$ cat src/logic/spip_pkg.sv
package spip_pkg;
    // Register indices; the byte address is four times the index.
    localparam logic [5:0] IDX_MAIN = 6'h00;
    localparam logic [5:0] IDX_MODE = 6'h01;
    localparam logic [5:0] IDX_IRQEN = 6'h02;
    localparam logic [5:0] IDX_FLAGS = 6'h03;
    localparam logic [5:0] IDX_DATA = 6'h04;
    // Main control fields.
    localparam int MAIN_ORDER = 6;
    localparam int MAIN_HOST = 5;
    localparam int MAIN_DBL = 4;
    localparam int MAIN_DIV = 1;
    localparam int MAIN_EN = 0;
    // Mode control fields.
    localparam int MODE_BUF = 7;
    localparam int MODE_BWR = 6;
    localparam int MODE_SSD = 2;
    localparam int MODE_XM = 0;
    // Interrupt enable fields.
    localparam int IE_RXC = 7;
    localparam int IE_TXC = 6;
    localparam int IE_DRE = 5;
    localparam int IE_SS = 4;
    localparam int IE_NORM = 0;
    // Flag fields, normal and buffer layout.
    localparam int FL_IF = 7;
    localparam int FL_WCOL = 6;
    localparam int FL_RXC = 7;
    localparam int FL_TXC = 6;
    localparam int FL_DRE = 5;
    localparam int FL_SS = 4;
    localparam int FL_OVF = 0;
    // Writable bits and values after reset.
    localparam logic [7:0] MAIN_MASK = 8'h77;
    localparam logic [7:0] MODE_MASK = 8'hc7;
    localparam logic [7:0] IE_MASK = 8'hf1;
    localparam logic [7:0] IE_NORM_MASK = 8'h01;
    localparam logic [7:0] RST_MAIN = 8'h00;
    localparam logic [7:0] RST_MODE = 8'h00;
    localparam logic [7:0] RST_IRQEN = 8'h00;
    // Serial clock divisors of the peripheral clock.
    localparam logic [7:0] DIVIDE_BY_FOUR = 8'h04;
    localparam logic [7:0] DIVIDE_BY_SIXTEEN = 8'h10;
    localparam logic [7:0] DIVIDE_BY_SIXTYFOUR = 8'h40;
    localparam logic [7:0] DIVIDE_BY_ONETWENTYEIGHT = 8'h80;
    localparam logic [3:0] EDGE_LAST = 4'hf;
    localparam logic [1:0] RX_DEPTH = 2'h2;
    typedef enum logic [1:0] {
        SP_IDLE = 2'b01,
        SP_SHIFT = 2'b10
    } spip_state_t;
endpackage

$ cat src/logic/spip_ctrl.sv
// The Wishbone interface to the registers was decided locally.
`timescale 1ns/1ns
// Operation
// - Bit order control set sends least significant bit first, clear sends most first.
// - Role select bit clear means client, set means host.
// - Host with select input low clears role bit and sets transfer-complete flag, or the select flag in buffer mode.
// - Select-disable bit keeps host mode despite a low select pin.
// - Doubler bit doubles the host serial clock after the prescaler.
// - Prescaler codes divide the peripheral clock by 4, 16, 64, 128 in host mode.
// - Enable bit clear disables the interface, set enables it.
// - Buffer mode adds two receive stages and one transmit stage with flags.
// - Without wait-for-receive, a client completes one transfer first, sending a dummy byte.
// - With wait-for-receive, first write while enabled and deselected loads shifter.
// - Transfer mode code selects which clock edge samples and which sets up.
// - Serial clock idles low for rising leading edge, high for falling.
// - Buffer interrupt enables act only in buffer mode, else read zero.
// - Normal interrupt enable requests on transfer complete outside buffer mode.
// - Normal transfer-complete flag sets after a full byte is shifted.
// - Transfer flag clears on vector taken, or flag read then data access.
// - Write collision sets on data write mid-byte; clears by read then access.
// - Interrupt request stays active while a flag and its enable are set.
// - Normal mode data writes load shifter; reads return received byte.
// - Client with select high resets the transfer and discards its data.
module spip_ctrl (
    // Clock and reset
    input wire logic clk_sys,
    input wire logic rst,
    // Wishbone slave
    input wire logic wb_cyc_i,
    input wire logic wb_stb_i,
    input wire logic wb_we_i,
    input wire logic [3:0] wb_sel_i,
    input wire logic [7:0] wb_adr_i,
    input wire logic [31:0] wb_dat_i,
    output logic [31:0] wb_dat_o,
    output logic wb_ack_o,
    // Serial pins
    input wire logic sckIn,
    output logic sckOut,
    output logic sckOe,
    input wire logic mosiIn,
    output logic mosiOut,
    output logic mosiOe,
    input wire logic misoIn,
    output logic misoOut,
    output logic misoOe,
    input wire logic ssIn,
    input wire logic ssIsInput,
    // Interrupt
    input wire logic vectorTaken,
    output logic irqReq
);
    function automatic logic [6:0] halfPeriod(input logic [1:0] sel, input logic dbl);
        logic [7:0] d;
        case (sel)
            2'h0: d = spip_pkg::DIVIDE_BY_FOUR;
            2'h1: d = spip_pkg::DIVIDE_BY_SIXTEEN;
            2'h2: d = spip_pkg::DIVIDE_BY_SIXTYFOUR;
            default: d = spip_pkg::DIVIDE_BY_ONETWENTYEIGHT;
        endcase
        halfPeriod = dbl ? {1'b0, d[7:2]} : d[7:1];
    endfunction

    function automatic logic bitAt(input logic [7:0] b, input logic [2:0] i, input logic lsb);
        bitAt = lsb ? b[i] : b[3'h7 - i];
    endfunction

    function automatic logic [7:0] shiftIn(input logic [7:0] b, input logic d, input logic lsb);
        shiftIn = lsb ? {d, b[7:1]} : {b[6:0], d};
    endfunction

    logic [7:0] mainCtl, modeCtl, ieCtl, ieView, flagByte, next_rdData;
    logic lsbFirst, hostMode, enabled, bufMode, bufWait, ssDis, cpol, cpha;
    logic wbReq, wrByte, wrMain, wrMode, wrIe, wrFlags, rdFlags, dataWr, dataRd, dataAcc;
    logic [5:0] idx;
    spip_pkg::spip_state_t state;
    logic busy, clientSel, hostDrop, sckEdge, sampleEdge, setupEdge, doneEvt, inBit;
    logic [3:0] edgeCnt;
    logic [6:0] halfCnt, halfVal;
    logic [2:0] setupIdx;
    logic [7:0] shTx, rxSh, rxFinal, rxData, txBuf, rxBuf0, rxBuf1, loadData;
    logic outBit, sckPrev, loadEvt, normLoad, bufCopy, bufDirect, bufWrite;
    logic txFull, primed, shPending, push, pop;
    logic [1:0] rxCount;
    logic ifFlag, write_collision_flag, ifArm, wcArm, txcFlag, ssFlag, ovfFlag, next_irq;

    assign lsbFirst = mainCtl[spip_pkg::MAIN_ORDER];
    assign hostMode = mainCtl[spip_pkg::MAIN_HOST];
    assign enabled = mainCtl[spip_pkg::MAIN_EN];
    assign bufMode = modeCtl[spip_pkg::MODE_BUF];
    assign bufWait = modeCtl[spip_pkg::MODE_BWR];
    assign ssDis = modeCtl[spip_pkg::MODE_SSD];
    assign cpol = modeCtl[spip_pkg::MODE_XM + 1];
    assign cpha = modeCtl[spip_pkg::MODE_XM];

    // Bus decode; side effects fire once, in the cycle before the acknowledge.
    assign idx = wb_adr_i[7:2];
    assign wbReq = wb_cyc_i & wb_stb_i & ~wb_ack_o;
    assign wrByte = wbReq & wb_we_i & wb_sel_i[0];
    assign wrMain = wrByte && idx == spip_pkg::IDX_MAIN;
    assign wrMode = wrByte && idx == spip_pkg::IDX_MODE;
    assign wrIe = wrByte && idx == spip_pkg::IDX_IRQEN;
    assign wrFlags = wrByte && idx == spip_pkg::IDX_FLAGS;
    assign rdFlags = wbReq && !wb_we_i && idx == spip_pkg::IDX_FLAGS;
    assign dataWr = wrByte && idx == spip_pkg::IDX_DATA;
    assign dataRd = wbReq && !wb_we_i && idx == spip_pkg::IDX_DATA;
    assign dataAcc = wbReq && idx == spip_pkg::IDX_DATA;

    // Serial engine decode.
    assign busy = state == spip_pkg::SP_SHIFT;
    assign clientSel = enabled & ~hostMode & ~ssIn;
    assign hostDrop = enabled & hostMode & ssIsInput & ~ssDis & ~ssIn;
    assign halfVal = halfPeriod(mainCtl[spip_pkg::MAIN_DIV +: 2], mainCtl[spip_pkg::MAIN_DBL]);
    assign sckEdge = hostMode ? (busy && halfCnt == halfVal - 7'h1) : (clientSel && sckIn != sckPrev);
    assign sampleEdge = sckEdge & (~edgeCnt[0] ^ cpha);
    assign setupEdge = sckEdge & ~(~edgeCnt[0] ^ cpha);
    assign setupIdx = edgeCnt[3:1] + {2'b00, ~cpha};
    assign doneEvt = hostMode ? (sckEdge && edgeCnt == spip_pkg::EDGE_LAST)
                              : (sampleEdge && edgeCnt[3:1] == 3'h7);
    assign inBit = hostMode ? misoIn : mosiIn;
    assign rxFinal = sampleEdge ? shiftIn(rxSh, inBit, lsbFirst) : rxSh;

    // Loading the shifter: direct in normal mode, through the transmit stage in buffer mode except the first wait-for-receive write.
    assign normLoad = dataWr & ~bufMode & ~busy;
    assign bufDirect = dataWr & bufMode & bufWait & enabled & ssIn & ~primed & ~busy;
    assign bufCopy = bufMode & enabled & ~busy & txFull & (hostMode | (primed & ~shPending));
    assign bufWrite = dataWr & bufMode & ~txFull & ~bufDirect;
    assign loadEvt = normLoad | bufCopy | bufDirect;
    assign loadData = bufCopy ? txBuf : wb_dat_i[7:0];
    assign push = doneEvt & bufMode;
    assign pop = dataRd & bufMode & (rxCount != 2'h0);

    always_ff @(posedge clk_sys) begin
        if (rst) begin
            mainCtl <= spip_pkg::RST_MAIN;
        end else if (wrMain) begin
            mainCtl <= wb_dat_i[7:0] & spip_pkg::MAIN_MASK;
        end else if (hostDrop) begin
            mainCtl[spip_pkg::MAIN_HOST] <= 1'b0;
        end
    end

    always_ff @(posedge clk_sys) begin
        if (rst) begin
            modeCtl <= spip_pkg::RST_MODE;
            ieCtl <= spip_pkg::RST_IRQEN;
        end else begin
            if (wrMode) begin
                modeCtl <= wb_dat_i[7:0] & spip_pkg::MODE_MASK;
            end
            if (wrIe) begin
                ieCtl <= wb_dat_i[7:0] & spip_pkg::IE_MASK;
            end
        end
    end

    always_ff @(posedge clk_sys) begin
        if (rst || !enabled) begin
            state <= spip_pkg::SP_IDLE;
        end else begin
            case (state)
                spip_pkg::SP_IDLE: begin
                    if (hostMode ? (loadEvt && !hostDrop) : (sckEdge && edgeCnt == 4'h0)) begin
                        state <= spip_pkg::SP_SHIFT;
                    end
                end
                spip_pkg::SP_SHIFT: begin
                    if (doneEvt || hostDrop || (!hostMode && !clientSel)) begin
                        state <= spip_pkg::SP_IDLE;
                    end
                end
                default: state <= spip_pkg::SP_IDLE;
            endcase
        end
    end

    always_ff @(posedge clk_sys) begin
        if (rst || !enabled || (!hostMode && ssIn) || (hostMode && !busy)) begin
            edgeCnt <= 4'h0;
        end else if (sckEdge) begin
            edgeCnt <= edgeCnt + 4'h1;
        end
    end

    always_ff @(posedge clk_sys) begin
        if (rst || !busy || !hostMode || sckEdge) begin
            halfCnt <= 7'h00;
        end else begin
            halfCnt <= halfCnt + 7'h01;
        end
    end

    // Pin drivers; the clock returns to its idle level whenever no byte is in flight.
    always_ff @(posedge clk_sys) begin
        if (rst) begin
            sckOut <= 1'b0;
            sckOe <= 1'b0;
            mosiOe <= 1'b0;
            misoOe <= 1'b0;
            sckPrev <= 1'b0;
        end else begin
            if (!busy || !hostMode) begin
                sckOut <= cpol;
            end else if (sckEdge) begin
                sckOut <= ~sckOut;
            end
            sckOe <= enabled & hostMode;
            mosiOe <= enabled & hostMode;
            misoOe <= clientSel;
            sckPrev <= sckIn;
        end
    end

    always_ff @(posedge clk_sys) begin
        if (rst) begin
            outBit <= 1'b0;
        end else if (loadEvt) begin
            outBit <= bitAt(loadData, 3'h0, lsbFirst);
        end else if (setupEdge) begin
            outBit <= bitAt(shTx, setupIdx, lsbFirst);
        end else if (!busy) begin
            outBit <= bitAt(shTx, 3'h0, lsbFirst);
        end
    end
    assign mosiOut = outBit;
    assign misoOut = outBit;

    always_ff @(posedge clk_sys) begin
        if (rst) begin
            shTx <= 8'h00;
            rxSh <= 8'h00;
            rxData <= 8'h00;
        end else begin
            if (loadEvt) begin
                shTx <= loadData;
            end
            if (sampleEdge) begin
                rxSh <= rxFinal;
            end
            if (doneEvt && !bufMode) begin
                rxData <= rxFinal;
            end
        end
    end

    // Buffer mode staging.
    always_ff @(posedge clk_sys) begin
        if (rst || !bufMode) begin
            txFull <= 1'b0;
            txBuf <= 8'h00;
        end else if (bufWrite) begin
            txFull <= 1'b1;
            txBuf <= wb_dat_i[7:0];
        end else if (bufCopy) begin
            txFull <= 1'b0;
        end
    end

    always_ff @(posedge clk_sys) begin
        if (rst || !bufMode || !enabled) begin
            primed <= 1'b0;
            shPending <= 1'b0;
        end else begin
            if (doneEvt || bufDirect) begin
                primed <= 1'b1;
            end
            if (loadEvt) begin
                shPending <= 1'b1;
            end else if (doneEvt) begin
                shPending <= 1'b0;
            end
        end
    end

    always_ff @(posedge clk_sys) begin
        if (rst || !bufMode) begin
            rxCount <= 2'h0;
        end else if (push && !pop && rxCount != spip_pkg::RX_DEPTH) begin
            rxCount <= rxCount + 2'h1;
        end else if (pop && !push) begin
            rxCount <= rxCount - 2'h1;
        end
    end

    always_ff @(posedge clk_sys) begin
        if (rst) begin
            rxBuf0 <= 8'h00;
            rxBuf1 <= 8'h00;
        end else if (pop) begin
            rxBuf0 <= (push && rxCount == 2'h1) ? rxFinal : rxBuf1;
            if (push) begin
                rxBuf1 <= rxFinal;
            end
        end else if (push && rxCount == 2'h0) begin
            rxBuf0 <= rxFinal;
        end else if (push && rxCount == 2'h1) begin
            rxBuf1 <= rxFinal;
        end
    end

    // Flags; a setting event always beats a clear in the same cycle.
    always_ff @(posedge clk_sys) begin
        if (rst) begin
            ifFlag <= 1'b0;
            write_collision_flag <= 1'b0;
            ifArm <= 1'b0;
            wcArm <= 1'b0;
        end else begin
            if ((doneEvt || hostDrop) && !bufMode) begin
                ifFlag <= 1'b1;
            end else if (vectorTaken || (ifArm && dataAcc)) begin
                ifFlag <= 1'b0;
            end
            if (dataWr && !bufMode && busy) begin
                write_collision_flag <= 1'b1;
            end else if (wcArm && dataAcc) begin
                write_collision_flag <= 1'b0;
            end
            if (rdFlags) begin
                ifArm <= ifFlag;
                wcArm <= write_collision_flag;
            end else if (dataAcc) begin
                ifArm <= 1'b0;
                wcArm <= 1'b0;
            end
        end
    end

    always_ff @(posedge clk_sys) begin
        if (rst) begin
            txcFlag <= 1'b0;
            ssFlag <= 1'b0;
            ovfFlag <= 1'b0;
        end else begin
            if (push && !txFull) begin
                txcFlag <= 1'b1;
            end else if (wrFlags && wb_dat_i[spip_pkg::FL_TXC]) begin
                txcFlag <= 1'b0;
            end
            if (hostDrop && bufMode) begin
                ssFlag <= 1'b1;
            end else if (wrFlags && wb_dat_i[spip_pkg::FL_SS]) begin
                ssFlag <= 1'b0;
            end
            if (push && !pop && rxCount == spip_pkg::RX_DEPTH) begin
                ovfFlag <= 1'b1;
            end else if (dataRd || (wrFlags && wb_dat_i[spip_pkg::FL_OVF])) begin
                ovfFlag <= 1'b0;
            end
        end
    end

    // Buffer enables are held but hidden and inert outside buffer mode.
    assign ieView = bufMode ? ieCtl : (ieCtl & spip_pkg::IE_NORM_MASK);

    always_comb begin
        if (bufMode) begin
            next_irq = (ieView[spip_pkg::IE_RXC] & (rxCount != 2'h0)) | (ieView[spip_pkg::IE_TXC] & txcFlag)
                     | (ieView[spip_pkg::IE_DRE] & ~txFull) | (ieView[spip_pkg::IE_SS] & ssFlag);
        end else begin
            next_irq = ieView[spip_pkg::IE_NORM] & ifFlag;
        end
    end

    always_ff @(posedge clk_sys) begin
        if (rst) begin
            irqReq <= 1'b0;
        end else begin
            irqReq <= next_irq;
        end
    end

    always_comb begin
        flagByte = 8'h00;
        if (bufMode) begin
            flagByte[spip_pkg::FL_RXC] = rxCount != 2'h0;
            flagByte[spip_pkg::FL_TXC] = txcFlag;
            flagByte[spip_pkg::FL_DRE] = ~txFull;
            flagByte[spip_pkg::FL_SS] = ssFlag;
            flagByte[spip_pkg::FL_OVF] = ovfFlag;
        end else begin
            flagByte[spip_pkg::FL_IF] = ifFlag;
            flagByte[spip_pkg::FL_WCOL] = write_collision_flag;
        end
        case (idx)
            spip_pkg::IDX_MAIN: next_rdData = mainCtl;
            spip_pkg::IDX_MODE: next_rdData = modeCtl;
            spip_pkg::IDX_IRQEN: next_rdData = ieView;
            spip_pkg::IDX_FLAGS: next_rdData = flagByte;
            spip_pkg::IDX_DATA: next_rdData = bufMode ? rxBuf0 : rxData;
            default: next_rdData = 8'h00;
        endcase
    end

    always_ff @(posedge clk_sys) begin
        if (rst) begin
            wb_ack_o <= 1'b0;
            wb_dat_o <= 32'h0000_0000;
        end else begin
            wb_ack_o <= wbReq;
            if (wbReq) begin
                wb_dat_o <= {24'h00_0000, next_rdData};
            end
        end
    end
endmodule

$ cat config.mk
export PLATFORM = sky130hd
export DESIGN_NAME = spip_ctrl
export DESIGN_NICKNAME = d
export VERILOG_FILES = /design/src/logic/spip_pkg.sv /design/src/logic/spip_ctrl.sv
export SDC_FILE = /design/constraint.sdc
export NUM_CORES = 1
export LEC_CHECK = 0
export ABC_AREA = 0
export BUFFER_PORTS_ARGS = -buffer_cell sky130_fd_sc_hd__clkbuf_2
export CAP_MARGIN = 15
export CORE_MARGIN = 5
export CORE_UTILIZATION = 34
export CTS_CLUSTER_SIZE = 25
export DETAILED_ROUTE_END_ITERATION = 16
export HOLD_SLACK_MARGIN = 0.03
export SKIP_CTS_REPAIR_TIMING = 1
export SLEW_MARGIN = 20
export SYNTH_ARGS = -nofsm -noshare
export SYNTH_HDL_FRONTEND = slang
export SYNTH_SLANG_ARGS = --single-unit
$ cat constraint.sdc
create_clock -name clk_sys -period 8.4 [get_ports clk_sys]
set_clock_uncertainty 0.1 [all_clocks]
set_input_delay 0.84 -clock clk_sys [delete_from_list [all_inputs] [get_ports clk_sys]]
set_output_delay 0.84 -clock clk_sys [all_outputs]
set_load 0.02 [all_outputs]
==> impl_metrics.prom <==
# TYPE chip_impl_metric gauge
chip_impl_metric{name="fp-row-count",unit=""} 47
chip_impl_metric{name="clk_pin_slew",unit="ps"} 70
chip_impl_info{name="reg2reg_from",value="mainCtl[1]"} 1
chip_impl_metric{name="period_share",unit=""} 0.4149
chip_impl_metric{name="number_of_cells_traversed_by_the_worst_register_to_register_path",unit=""} 8
chip_impl_info{name="final_common_cell",value="sky130_fd_sc_hd__dfxtp_1"} 1
chip_impl_metric{name="clockBufferDepth",unit=""} 2
chip_impl_metric{name="design.final.nets",unit=""} 730
chip_impl_metric{name="port_buffers",unit=""} 41
chip_impl_metric{name="finalWirelength",unit="µm"} 14790
chip_impl_metric{name="timing.reg2reg.setup_slack",unit="ps"} 4910
chip_impl_metric{name="power_density",unit="mW/mm²"} 163.6
chip_impl_metric{name="place.gp.congestion",unit=""} 0.8268
chip_impl_metric{name="worst_path_largest_cell_delay",unit="ps"} 510
chip_impl_metric{name="wl_per_cell",unit="µm"} 16.60
chip_impl_metric{name="p_leak",unit="nW"} 2.309
chip_impl_metric{name="synth_area_per_cell",unit="µm²"} 8.648
chip_impl_metric{name="clock_sink_count",unit=""} 104
chip_impl_info{name="timing.hold.worst.start",value="wb_dat_o[0]"} 1
chip_impl_metric{name="detail_route.iter0.violations",unit=""} 374
chip_impl_metric{name="dpl.hpwl",unit="µm"} 10490
chip_impl_metric{name="die_y",unit="µm"} 138.4
chip_impl_info{name="worstHoldPathType",value="register to register"} 1
chip_impl_info{name="synthDominantAreaCellType",value="sky130_fd_sc_hd__dfxtp_1"} 1
chip_impl_metric{name="drive_gt1_frac",unit=""} 0.1386
chip_impl_metric{name="routed_via_density",unit=""} 5.269
chip_impl_metric{name="timing_hold_violations_final",unit=""} 0
chip_impl_metric{name="synth_area",unit="mm²"} 0.005604
chip_impl_metric{name="synth-edff-count",unit=""} 0
chip_impl_metric{name="async_flop_share",unit=""} 0
chip_impl_info{name="ctsRootBufferMaster",value="sky130_fd_sc_hd__clkbuf_16"} 1
chip_impl_metric{name="route.detailed.drc",unit=""} 0
chip_impl_metric{name="vdd.ir_drop.worst",unit="mV"} 0.09162
chip_impl_metric{name="cts_buffers",unit=""} 9
chip_impl_metric{name="start_util",unit=""} 0.3428
chip_impl_metric{name="crit_path_max_fanout",unit=""} 13
chip_impl_metric{name="max-slew-margin-rel",unit=""} 0.3418
chip_impl_metric{name="number_of_antenna_violations_at_the_first_check_in_global_routing",unit=""} 0
chip_impl_metric{name="antenna_cells",unit=""} 0
chip_impl_metric{name="route.vias.total",unit=""} 4695
chip_impl_metric{name="vias_in_the_first_global_route",unit=""} 4380
chip_impl_metric{name="synthesis.yosys.warnings",unit=""} 0
chip_impl_metric{name="synth-seq-area-share",unit=""} 0.3715
chip_impl_info{name="min_delay_worst_endpoint",value="wb_dat_o[0]"} 1
chip_impl_info{name="synth_area_leaders",value="sky130_fd_sc_hd__dfxtp_1 37%, sky130_fd_sc_hd__mux2i_1 8.4%, sky130_fd_sc_hd__nor2_1 6.0%"} 1
chip_impl_metric{name="final_cell_area",unit="mm²"} 0.006172
chip_impl_metric{name="core_area",unit="mm²"} 0.01635
chip_impl_metric{name="crit_required",unit="ps"} 8570
chip_impl_metric{name="hold_depth",unit=""} 2
chip_impl_metric{name="design.portCount",unit=""} 95
chip_impl_info{name="setup.worst_path.start_class",value="register"} 1
chip_impl_metric{name="die_area",unit="mm²"} 0.01915
chip_impl_metric{name="insertion_delay",unit="ps"} 360
chip_impl_metric{name="chipWidth",unit="µm"} 138.4
chip_impl_info{name="critical_path_cell_by_cell",value="or3_2 -> ha_1 -> and3_1 -> o31a_1 -> o2111ai_2 -> nand2_1 -> a221o_1 -> a211oi_1"} 1
chip_impl_metric{name="globalRouteOverflowTotal",unit=""} 0
chip_impl_info{name="worst-setup-path-type",value="register to register"} 1
chip_impl_metric{name="final-max-slew-violation-count",unit=""} 0
chip_impl_metric{name="critPathArrivalTime",unit="ps"} 3650
chip_impl_info{name="slowest_stage",value="sky130_fd_sc_hd__nand2_1"} 1
chip_impl_metric{name="ys_seq_elements",unit=""} 104
chip_impl_info{name="mostFrequentLayoutCells",value="104 x sky130_fd_sc_hd__dfxtp_1, 90 x sky130_fd_sc_hd__nor2_1, 58 x sky130_fd_sc_hd__nand2_1"} 1
chip_impl_metric{name="postPlaceCellArea",unit="mm²"} 0.005843
chip_impl_metric{name="totalPowerFinal",unit="mW"} 1.010
chip_impl_info{name="path_delay_family",value="compound AO/OA/AOI/OAI gates"} 1
chip_impl_metric{name="largest_net_degree_at_the_start_of_global_routing",unit=""} 77
chip_impl_metric{name="first_pass_iters",unit=""} 5
chip_impl_metric{name="cts_htree_levels",unit=""} 3
chip_impl_metric{name="max-cap-violations",unit=""} 0
chip_impl_metric{name="syn_to_final_growth",unit="%"} 10.14
chip_impl_metric{name="global_route_wire_length_before_repair",unit="µm"} 23710
chip_impl_metric{name="worstMarginPinSlew",unit="ps"} 980.3
chip_impl_metric{name="period_needed",unit="ps"} 3485
chip_impl_metric{name="antenna_violating_nets_post_route",unit=""} 0
chip_impl_metric{name="netlist-cell-type-count",unit=""} 69
chip_impl_metric{name="synthesis.instances",unit=""} 648
chip_impl_info{name="nature_of_the_critical_path_endpoint",value="register"} 1
chip_impl_metric{name="fin_hold_ws",unit="ps"} 355.1
chip_impl_metric{name="grt_usage",unit=""} 0.1534
chip_impl_metric{name="setup_total_negative_slack",unit="ps"} 0
chip_impl_info{name="reg2reg_to",value="misoOut"} 1
chip_impl_info{name="cts_tree",value="built"} 1
chip_impl_info{name="synth_top_flop_cell",value="sky130_fd_sc_hd__dfxtp_1"} 1
chip_impl_metric{name="synth_top_area_share",unit=""} 0.3715
chip_impl_metric{name="setup_viol",unit=""} 0
chip_impl_metric{name="crit_buf_inv",unit=""} 0
chip_impl_info{name="grt_setup_unrepaired",value="no"} 1
chip_impl_metric{name="timing.fmax",unit="MHz"} 286.9
chip_impl_info{name="run_status",value="finished clean"} 1
## metrics by stage
| step | util | worst slack (ps) | cells |
|---|---|---|---|
| finish | 0.3775 | 4915 | 891 |
| detailed placement | 0.3574 | 4915 | 875 |
| CTS | 0.3775 | 4924 | 891 |
| global route | 0.3775 | 4748 | 891 |
| floorplan | - | 5604 | 671 |
| global placement | 0.3574 | 4941 | 875 |
## area by class of cell
type	count	area, µm²
clock buffers	11	242.7
clock inverters	5	86.33
fillers	1717	10180
inverters	16	60.06
multi-input cells	489	3183
flip-flops and latches	104	2082
well taps	220	275.3
repair buffers	46	242.7
## power by group
| group | switching [mW] | leakage, nW | total (mW) | internal (mW) |
|---|---|---|---|---|
| combinational | 0.0345 | 1.31 | 0.0450 | 0.0105 |
| sequential | 0.000969 | 0.838 | 0.496 | 0.495 |
| clock | 0.197 | 0.161 | 0.469 | 0.272 |
## worst register-to-register path, delay by kind of cell, from the launching register on
family	cells	cell delay, ps
AOI/OAI and AO/OA	4	1400
and+or+nand+nor	3	1230
DFF	1	400
adders and majority gates	1	260
## logic make-up (layout without fill, tap and decap cells)
| kind of cell | after synthesis | in the layout | share of synthesized area |
|---|---|---|---|
| AND/OR/NAND/NOR | 242 | 242 | 0.2027 |
| AO/OA/AOI/OAI | 136 | 136 | 0.1777 |
| flip-flops | 104 | 104 | 0.3715 |
| buffers and inverters | 78 | 78 | 0.07703 |
| multiplexers | 60 | 60 | 0.1221 |
| XOR/XNOR | 18 | 18 | 0.02813 |
| adder cells (fa/ha/maj) | 9 | 9 | 0.02009 |
| other | 1 | 24 | 0.0006691 |
## worst max-delay path by stage
stage,start,end,slack (ps),depth (start not counted)
6_report,mainCtl[1],misoOut,4910,8
5_1_grt,mainCtl[4],misoOut,4750,9
4_1_cts,mainCtl[4],misoOut,4920,8
3_5_place_dp,mainCtl[4],rxCount[1],4920,8
3_3_place_gp,mainCtl[1],misoOut,4940,8
2_1_floorplan,mainCtl[1],rxData[3],5600,11
## metal layers
metal  routed length [µm]  share of wire  GRT usage
met2                 7098           0.48     0.2474
met5                    0              0          0
met3                  657          0.044    0.02417
met1                 6797           0.46     0.2057
met4                  238          0.016    0.06240
## Yosys cell counts, types with 3 or more instances
library cell                  n
sky130_fd_sc_hd__a2111oi_0    3
sky130_fd_sc_hd__a211oi_1    12
sky130_fd_sc_hd__a21oi_1     34
sky130_fd_sc_hd__a31oi_1      9
sky130_fd_sc_hd__a32oi_1      8
sky130_fd_sc_hd__and3_1       8
sky130_fd_sc_hd__buf_1        5
sky130_fd_sc_hd__buf_2        6
sky130_fd_sc_hd__buf_4       27
sky130_fd_sc_hd__buf_6        4
sky130_fd_sc_hd__clkbuf_1    20
sky130_fd_sc_hd__dfxtp_1    104
sky130_fd_sc_hd__ha_1         9
sky130_fd_sc_hd__inv_1       16
sky130_fd_sc_hd__mux2_2       7
sky130_fd_sc_hd__mux2i_1     47
sky130_fd_sc_hd__mux4_2       6
sky130_fd_sc_hd__nand2_1     58
sky130_fd_sc_hd__nand2b_1     3
sky130_fd_sc_hd__nand3_1     34
sky130_fd_sc_hd__nand3b_1     3
sky130_fd_sc_hd__nor2_1      90
sky130_fd_sc_hd__nor2b_1      7
sky130_fd_sc_hd__nor3_1      15
sky130_fd_sc_hd__o211ai_1    16
sky130_fd_sc_hd__o21a_1       3
sky130_fd_sc_hd__o21ai_0     14
sky130_fd_sc_hd__o221ai_1     3
sky130_fd_sc_hd__o31a_1       3
sky130_fd_sc_hd__o31ai_1      3
sky130_fd_sc_hd__or2_2        3
sky130_fd_sc_hd__or3_1        3
sky130_fd_sc_hd__xnor2_1     11
sky130_fd_sc_hd__xor2_1       7
## sequential cells by signal, indices dropped and copies added, names as in the netlist, 6 cells and up
| name | flops |
|---|---|
| wb_dat_o | 8 |
| mainCtl | 6 |
| rxData | 8 |
| halfCnt | 7 |
| shTx | 8 |
| rxBuf1 | 8 |
| rxBuf0 | 8 |
| rxSh | 8 |
| txBuf | 8 |
Note: power is estimated with default switching activity, not from simulation.
